[src/inc/quality_pkg.sv]
// Constants and state layout shared by the channel quality monitor.
// Assumes a single 50 MHz clock and a plain strobed register port.
package quality_pkg;
  localparam int CLK_MHZ = 50;
  localparam int DATA_W = 16;
  localparam int ADDR_W = 4;
  localparam int PAIRS = 4;
  localparam int SAMPLE_W = 10;
  localparam int ERR_W = 8;
  localparam int SQ_W = 13;
  localparam int FRAC_W = 16;
  localparam int FILT_W = SQ_W + FRAC_W;
  localparam int MSE_W = 9;
  localparam int IDX_W = 3;
  localparam int THR_N = 7;
  localparam int SYM_CNT_W = 17;
  // Latch period is 1.0 ms of line time, counted in received symbols
  localparam int LATCH_PERIOD_US = 1000;
  localparam int SYMBOLS_PER_LATCH = 125000;

  localparam logic signed [SAMPLE_W-1:0] LVL_FULL = 10'sh080;
  localparam logic signed [SAMPLE_W-1:0] LVL_HALF = 10'sh040;
  localparam logic signed [SAMPLE_W-1:0] THR3_MID = 10'sh040;
  localparam logic signed [SAMPLE_W-1:0] THR5_IN = 10'sh020;
  localparam logic signed [SAMPLE_W-1:0] THR5_OUT = 10'sh060;
  localparam logic signed [ERR_W-1:0] ERR3_MAX = 8'sh40;
  localparam logic signed [ERR_W-1:0] ERR5_MAX = 8'sh20;
  localparam logic [MSE_W-1:0] MSE_MAX = 9'h1ff;
  localparam logic [IDX_W-1:0] IDX_BEST = 3'h7;
  localparam logic [IDX_W-1:0] IDX_WORST = 3'h0;

  localparam logic [ADDR_W-1:0] CFG_REG = 4'h0;
  localparam logic [ADDR_W-1:0] MSE_REG = 4'h1;
  localparam logic [ADDR_W-1:0] MSE_WORST_REG = 4'h2;
  localparam logic [ADDR_W-1:0] IDX_REG = 4'h3;
  localparam logic [ADDR_W-1:0] MEAN_REG = 4'h4;
  localparam logic [ADDR_W-1:0] THR1_REG = 4'h5;
  localparam int CFG_EN = 0;
  localparam int CFG_SQUARE = 1;
  localparam int CFG_GAIN_LSB = 4;
  localparam int CFG_SHIFT_LSB = 8;
  localparam int CFG_CAPTURE = 12;
  localparam int CFG_PAIR_LSB = 13;
  localparam int IDX_WORST_LSB = 4;
  // Thresholds 7..1, rising in value and severity toward threshold 1
  localparam logic [THR_N-1:0][MSE_W-1:0] THR_RESET =
    {9'h020, 9'h030, 9'h040, 9'h060, 9'h080, 9'h0c0, 9'h100};

  typedef struct packed {
    logic en;
    logic square;
    logic [3:0] gain;
    logic [3:0] oshift;
    logic [1:0] pair;
    logic [THR_N-1:0][MSE_W-1:0] thr;
    logic [PAIRS-1:0][FILT_W-1:0] filt;
    logic [PAIRS-1:0][SQ_W-1:0] held;
    logic [PAIRS-1:0][MSE_W-1:0] wmse;
    logic [PAIRS-1:0][IDX_W-1:0] widx;
    logic [SYM_CNT_W-1:0] sym_cnt;
    logic [MSE_W-1:0] cap_mse;
    logic [MSE_W-1:0] cap_wmse;
    logic [IDX_W-1:0] cap_idx;
    logic [IDX_W-1:0] cap_widx;
    logic [SQ_W-1:0] cap_mean;
    logic [DATA_W-1:0] rdata;
  } state_type;
endpackage : quality_pkg

[src/design/channel_quality_monitor.sv]
// Channel quality monitor: per-pair slicer error filter, error figure,
// quality index, capture and worst-case tracking.
// Assumes slicer samples arrive as one strobe per symbol for all four pairs.
`timescale 1ns/1ps

// Summary of operation
// - Three-level mode slices to -128, 0, 128 with thresholds at -64 and 64.
// - Five-level mode slices to five levels with thresholds -96, -32, 32, 96.
// - Slicer error is clipped to +/-32 five-level and +/-64 three-level.
// - With enable clear, no filtering, latching, index mapping or capture happens.
// - Each sample adds the difference of absolute error and filter into the filter.
// - Square mode squares the scaled error before filtering, else absolute value.
// - The add-back is divided by two to the power of the gain field.
// - Filter divided by two to the output shift gives error 0..511, saturating.
// - Capture bit with pair number self-clears and loads the selected result.
// - Each pair's filter value is latched every 125,000 symbols; captures read it.
// - Largest error since the last result read is kept, restarting on that read.
// - Seven thresholds map the error figure to a quality index 0..7.
// - Capture loads the index; the lowest index since last read is kept.
// - Capture also loads the selected pair's latched mean filter value.
// - Without link the captured index reads zero; the kept lowest index reaches zero at the next latch.
module channel_quality_monitor
  import quality_pkg::*;
#(
  parameter int SYMBOLS_PER_LATCH_P = quality_pkg::SYMBOLS_PER_LATCH
) (
  input wire logic clk,
  input wire logic rst,
  input wire logic [quality_pkg::ADDR_W-1:0] reg_addr,
  input wire logic [quality_pkg::DATA_W-1:0] reg_wdata,
  input wire logic reg_write,
  input wire logic reg_read,
  output logic [quality_pkg::DATA_W-1:0] reg_rdata,
  input wire logic sample_valid,
  input wire logic [quality_pkg::PAIRS-1:0][quality_pkg::SAMPLE_W-1:0] sample_value,
  input wire logic five_level,
  input wire logic link_up
);
  import quality_pkg::*;

  localparam logic [SYM_CNT_W-1:0] SYM_LAST = SYM_CNT_W'(SYMBOLS_PER_LATCH_P - 1);

  state_type s_reg;
  state_type s_next;

  // Clipped slicer error against the nearest ideal level
  function automatic logic signed [ERR_W-1:0] slicer_error(
    input logic signed [SAMPLE_W-1:0] v,
    input logic five
  );
    logic signed [SAMPLE_W-1:0] ideal;
    logic signed [SAMPLE_W-1:0] e;
    logic signed [ERR_W-1:0] lim;
    ideal = '0;
    if (five) begin
      if (v >= THR5_OUT) ideal = LVL_FULL;
      else if (v >= THR5_IN) ideal = LVL_HALF;
      else if (v > -THR5_IN) ideal = '0;
      else if (v > -THR5_OUT) ideal = -LVL_HALF;
      else ideal = -LVL_FULL;
      lim = ERR5_MAX;
    end else begin
      if (v >= THR3_MID) ideal = LVL_FULL;
      else if (v > -THR3_MID) ideal = '0;
      else ideal = -LVL_FULL;
      lim = ERR3_MAX;
    end
    e = v - ideal;
    if (e > SAMPLE_W'(lim)) e = SAMPLE_W'(lim);
    if (e < -SAMPLE_W'(lim)) e = -SAMPLE_W'(lim);
    return ERR_W'(e);
  endfunction : slicer_error

  // Scaled error fed into the filter
  function automatic logic [SQ_W-1:0] filter_input(
    input logic signed [ERR_W-1:0] e,
    input logic five,
    input logic square
  );
    logic [6:0] mag;
    mag = e[ERR_W-1] ? 7'(-e) : 7'(e);
    if (five) mag = 7'({mag[5:0], 1'b0});
    return square ? SQ_W'(mag * mag) : SQ_W'(mag);
  endfunction : filter_input

  // Integer filter value scaled to the error figure
  function automatic logic [MSE_W-1:0] error_figure(
    input logic [SQ_W-1:0] v,
    input logic [3:0] shift
  );
    logic [SQ_W-1:0] q;
    q = v >> shift;
    return (q > SQ_W'(MSE_MAX)) ? MSE_MAX : q[MSE_W-1:0];
  endfunction : error_figure

  function automatic logic [IDX_W-1:0] map_index(
    input logic [MSE_W-1:0] m,
    input logic [THR_N-1:0][MSE_W-1:0] thr
  );
    logic [IDX_W-1:0] idx;
    idx = IDX_WORST;
    for (int n = 0; n < THR_N; n++) begin
      if (m <= thr[n]) idx = IDX_W'(n + 1);
    end
    return idx;
  endfunction : map_index

  logic [PAIRS-1:0][SQ_W-1:0] target;
  logic [PAIRS-1:0][FILT_W-1:0] filt_step;
  logic [PAIRS-1:0][MSE_W-1:0] live_mse;
  logic [PAIRS-1:0][IDX_W-1:0] live_idx;

  genvar g;
  generate
    for (g = 0; g < PAIRS; g++) begin : g_pair
      logic signed [FILT_W+1:0] diff;
      logic signed [FILT_W+1:0] sum;
      assign target[g] = filter_input(slicer_error(sample_value[g], five_level),
                                      five_level, s_reg.square);
      assign diff = $signed({2'b00, target[g], {FRAC_W{1'b0}}})
                    - $signed({2'b00, s_reg.filt[g]});
      assign sum = $signed({2'b00, s_reg.filt[g]}) + (diff >>> s_reg.gain);
      assign filt_step[g] = sum[FILT_W-1:0];
      assign live_mse[g] = error_figure(s_reg.filt[g][FILT_W-1:FRAC_W], s_reg.oshift);
      assign live_idx[g] = link_up ? map_index(live_mse[g], s_reg.thr) : IDX_WORST;
    end
  endgenerate

  logic latch_now;
  logic capture_req;
  logic [1:0] cap_pair;
  logic [MSE_W-1:0] sel_mse;

  assign latch_now = s_reg.en && sample_valid && (s_reg.sym_cnt == SYM_LAST);
  assign capture_req = reg_write && (reg_addr == CFG_REG) && reg_wdata[CFG_CAPTURE]
                       && reg_wdata[CFG_EN];
  assign cap_pair = reg_wdata[CFG_PAIR_LSB +: 2];
  assign sel_mse = error_figure(s_reg.held[cap_pair], s_reg.oshift);

  always_comb begin
    s_next = s_reg;
    if (reg_write) begin
      if (reg_addr == CFG_REG) begin
        s_next.en = reg_wdata[CFG_EN];
        s_next.square = reg_wdata[CFG_SQUARE];
        s_next.gain = reg_wdata[CFG_GAIN_LSB +: 4];
        s_next.oshift = reg_wdata[CFG_SHIFT_LSB +: 4];
        s_next.pair = cap_pair;
      end
      for (int n = 0; n < THR_N; n++) begin
        if (reg_addr == ADDR_W'(THR1_REG + n)) s_next.thr[n] = reg_wdata[MSE_W-1:0];
      end
    end
    if (reg_read) begin
      if (reg_addr == MSE_REG) s_next.wmse = '0;
      if (reg_addr == IDX_REG) s_next.widx = {PAIRS{IDX_BEST}};
    end
    if (s_reg.en && sample_valid) begin
      s_next.filt = filt_step;
      s_next.sym_cnt = latch_now ? '0 : s_reg.sym_cnt + 1'b1;
    end
    if (latch_now) begin
      for (int p = 0; p < PAIRS; p++) begin
        s_next.held[p] = s_reg.filt[p][FILT_W-1:FRAC_W];
        // A new result wins over a clearing read in the same cycle
        if (live_mse[p] > s_next.wmse[p]) s_next.wmse[p] = live_mse[p];
        if (live_idx[p] < s_next.widx[p]) s_next.widx[p] = live_idx[p];
      end
    end
    if (capture_req) begin
      s_next.cap_mse = sel_mse;
      s_next.cap_wmse = s_reg.wmse[cap_pair];
      s_next.cap_idx = link_up ? map_index(sel_mse, s_reg.thr) : IDX_WORST;
      s_next.cap_widx = s_reg.widx[cap_pair];
      s_next.cap_mean = s_reg.held[cap_pair];
    end
    s_next.rdata = '0;
    if (reg_read) begin
      case (reg_addr)
        CFG_REG: s_next.rdata = {1'b0, s_reg.pair, 1'b0, s_reg.oshift, s_reg.gain,
                                 2'b00, s_reg.square, s_reg.en};
        MSE_REG: s_next.rdata = DATA_W'(s_reg.cap_mse);
        MSE_WORST_REG: s_next.rdata = DATA_W'(s_reg.cap_wmse);
        IDX_REG: s_next.rdata = DATA_W'({s_reg.cap_widx, 1'b0, s_reg.cap_idx});
        MEAN_REG: s_next.rdata = DATA_W'(s_reg.cap_mean);
        default: begin
          for (int n = 0; n < THR_N; n++) begin
            if (reg_addr == ADDR_W'(THR1_REG + n)) s_next.rdata = DATA_W'(s_reg.thr[n]);
          end
        end
      endcase
    end
  end

  always_ff @(posedge clk or posedge rst) begin
    if (rst) begin
      s_reg <= '0;
      s_reg.thr <= THR_RESET;
      s_reg.widx <= {PAIRS{IDX_BEST}};
      s_reg.cap_idx <= IDX_WORST;
      s_reg.cap_widx <= IDX_BEST;
    end else begin
      s_reg <= s_next;
    end
  end

  assign reg_rdata = s_reg.rdata;

  logic signed [ERR_W-1:0] err0;
  assign err0 = slicer_error(sample_value[0], five_level);
endmodule : channel_quality_monitor

[config.mk]
export PLATFORM = sky130hd
export DESIGN_NAME = channel_quality_monitor
export DESIGN_NICKNAME = d
export VERILOG_FILES = /design/src/inc/quality_pkg.sv /design/src/design/channel_quality_monitor.sv
export SDC_FILE = /design/constraint.sdc
export NUM_CORES = 2
export LEC_CHECK = 0
export BUFFER_PORTS_ARGS = -buffer_cell sky130_fd_sc_hd__buf_2
export CORE_ASPECT_RATIO = 0.8
export CORE_UTILIZATION = 66
export DETAILED_ROUTE_END_ITERATION = 8
export PLACE_DENSITY = 0.83
export SLEW_MARGIN = 40
export SYNTH_ARGS = -nofsm -noshare
export SYNTH_HDL_FRONTEND = slang
export SYNTH_SLANG_ARGS = --single-unit
export TNS_END_PERCENT = 1
[constraint.sdc]
create_clock -name clk -period 14.9 [get_ports clk]
set_clock_uncertainty 0.05 [all_clocks]
set_input_delay 1.49 -clock clk [delete_from_list [all_inputs] [get_ports clk]]
set_output_delay 1.49 -clock clk [all_outputs]
set_load 0.01 [all_outputs]
==> impl_metrics.ini <==
[run_status]
outcome = finished, final reports clean

[die]
die_w_um = 303
initial_utilization = 0.672
dieHeight_um = 242
ioPinCount = 83
fp-row-count = 87
dieArea_mm2 = 0.0733
core-area_mm2 = 0.0710

[placement]
gp_congestion = 0.969
dpl.hpwl_um = 110000
dpl-instance-area_mm2 = 0.0486
place_ws_ps = 289
io_buffers = 80

[logic_synthesis]
yosys_register_bits = 360
ys_async_sr_fraction = 1.00
ys_types = 102
syn-num-nets = 6791
synth_ff_type = dfrtp_1
synth_seq_area_share = 0.190
avgSynthCellArea_um2 = 7.93
synth_edf_count = 0
yosysWarnings = 0
netlist_area_mm2 = 0.0477
syn-instance-count = 6015

[power_and_ir_drop]
p_comb_frac = 0.760
switching_share = 0.533
power_density_mw_per_mm2 = 227
p_seq_frac = 0.141
ir_worst_vdd_v = 0.000119
p_leak_nw = 23.9
p_switching_w = 0.00607
clock_power_share = 0.099
intPower_w = 0.00532

[clock_network]
cts-root-buf = clkbuf_16
htree_levels = 2
insertion_delay_ps = 620
cts_tree = built
cts_buffer_depth = 3
clk_pin_slew_ps = 70
cts_inserted_buffers = 43
cts.sinks = 360

[sta]
slew-limit-headroom = 0.393
finalHoldViolCount = 0
fmax_mhz = 70.9
tightest_slew_ps = 908
period_share = 0.947
rsz0062_at_grt = false
finalSetupTns_ps = 0
min_period_ps = 14110
setup_violations = 0
finalWorstSetupSlack_ps = 795
drv_slew = 0

[job]
max-cap-violations = 0

[detailed_routing]
routedWlPerCell_um = 21.1
dr_total_vias = 46069
ant_nets = 0
avgViaCountPerCell = 6.69
first_iter_violations = 4731
finalWirelength_um = 146000
drt_pass1_iterations = 7
drc = 0

[layout]
multi_input_area_mm2 = 0.0361
nFillCells = 5679
seqCellArea_mm2 = 0.00906
design_area_mm2 = 0.0502
largest_reg_flops = 345
drive_gt1_frac = 0.0872
area_delta_synth_final_pct = 5.38
fin_util = 0.708
finalNetCount = 6690

[worst_setup_path]
path_buf_inv = 7
r2r_start = s_reg[351]
startpoint_type = input pin
worstPathRequired_ps = 15370
crit_fanout = 10
cp_top_family = simple AND/OR/NAND/NOR gates
path_class = in -> reg
cpMaxStageDelayCell = fa_1
cp.arrival_ps = 14580
cp-end-kind = flop
rr_worst_depth = 26
r2r-end = s_reg[74]
crit_path_max_incr_delay_ps = 540
regToRegSetupSlack_ps = 7300

[global_routing]
overflow = 0
grt_pass1_wl_um = 228000
grt_pass1_vias = 42640
track_usage = 0.387
grt_antenna_before_repair = 10
grt_max_degree = 145

[hold_path]
hp-class = reg -> reg
hold_end = s_reg[31]
hp-start = s_reg[31]
hold_depth = 2
==> cells in the mapped netlist (all sizes together), types with 100 or more instances <==
cell | count | area (µm²)
nand2 | 766 | 2880
ha | 649 | 8120
o21ai | 517 | 2590
nor2 | 470 | 1770
a21oi | 416 | 2090
inv | 380 | 1430
dfrtp | 335 | 8380
mux2i | 209 | 2090
clkbuf | 207 | 777
xnor2 | 153 | 1360
o21a | 117 | 878
mux2 | 114 | 1280
nor3 | 112 | 582
nand3 | 111 | 556
xor2 | 107 | 937
nand2b | 101 | 632
a21o | 100 | 751
==> worst max path at each step <==
stage	end	slack, ps	cells past startpoint	start
floorplan	s_reg[284]	1270	61	five_level
global placement	s_reg[222]	600	58	sample_value[10]
detailed placement	s_reg[227]	290	58	sample_value[10]
CTS	s_reg[227]	900	58	sample_value[10]
global route	s_reg[255]	20	58	sample_value[20]
finish	s_reg[284]	790	58	sample_value[30]
==> stage by stage <==
stage | total power [W] | instances | hold slack, ps
after floorplan | 0.00786 | 6015 | 387
after global placement | 0.00956 | 6800 | 397
after detailed placement | 0.00988 | 6801 | 399
after CTS | 0.0111 | 6881 | 413
after global routing | 0.0123 | 6885 | 451
final | 0.0114 | 6889 | 417
==> what timing repair did <==
item,in CTS,in global routing
resized for setup,0,6
setup buffers,0,0
setup endpoints to repair,0,9
hold buffers,0,0
==> cells in the final DEF, fill, tap and decap left out, drive strengths merged, types with 34 or more instances in the layout <==
cell    instances
and3           34
or3            34
fa             60
nand2b        101
mux2i         209
a211oi         64
nor3          112
o31ai          54
ha            649
a21oi         416
nor2b          79
nor2          470
and2           58
xnor2         153
clkbuf         57
o21bai         36
o211ai         45
inv           388
o21a          117
dfrtp         335
a21o          100
nand4          70
mux4           65
buf           136
o21ai         517
nand2         766
nand3         111
xor2          107
a31oi          60
mux2          114
==> cells by family (layout without fill, tap and decap cells) <==
group | after synthesis | count (layout) | synth area share
simple gates | 1944 | 1944 | 0.188
flops | 360 | 360 | 0.190
buf+inv | 670 | 604 | 0.0546
other cells | 1 | 7 | 0.0000786
fa+ha+maj | 713 | 713 | 0.196
xor+xnor | 261 | 261 | 0.0485
compound gates | 1678 | 1678 | 0.221
mux | 388 | 388 | 0.102
==> layout make-up <==
cell class	instances	area share
sequential	360	0.180
multi-input combinational	4985	0.719
antenna	6	0.000299
inverter	387	0.0293
tap	934	0.0233
timing repair buffer	137	0.0180
clock buffer	56	0.0238
clock inverter	24	0.00578
==> metal layers <==
layer	share of wire	wire length (µm)	track usage
met1	0.41	60100	0.522
met2	0.43	62300	0.586
met3	0.097	14200	0.0688
met4	0.061	8910	0.213
met5	0.00051	74	0
==> worst register-to-register path, cell delays in order (launching register included) <==
cell and delay (ps):
dfrtp_2 350, buf_6 460, inv_2 460, nor2_1 460, nand2_1 90, o21ai_0 180
nor2_1 130, o211ai_1 540, a21oi_1 90, o22a_1 270, inv_1 420, ha_1 360
nor2b_1 130, o21a_1 160, o21a_1 160, o21a_1 160, o21a_1 160, o21a_1 160
o21a_1 160, o21a_1 160, o21ai_0 590, o31a_1 280, ha_1 250, a211oi_1 570
o21ai_0 190, o31ai_1 300, mux2i_1 230
==> power by group through the flow <==
stage / Combinational (W) / Sequential, W / Clock (W)
after floorplan: 0.00645 / 0.00141 / 0
after global placement: 0.00797 / 0.00158 / 0
after detailed placement: 0.00828 / 0.00159 / 0
after CTS: 0.00837 / 0.00158 / 0.00113
after global routing: 0.00948 / 0.00163 / 0.00117
final: 0.00866 / 0.00160 / 0.00112
Power figures use the tool's default switching activity.
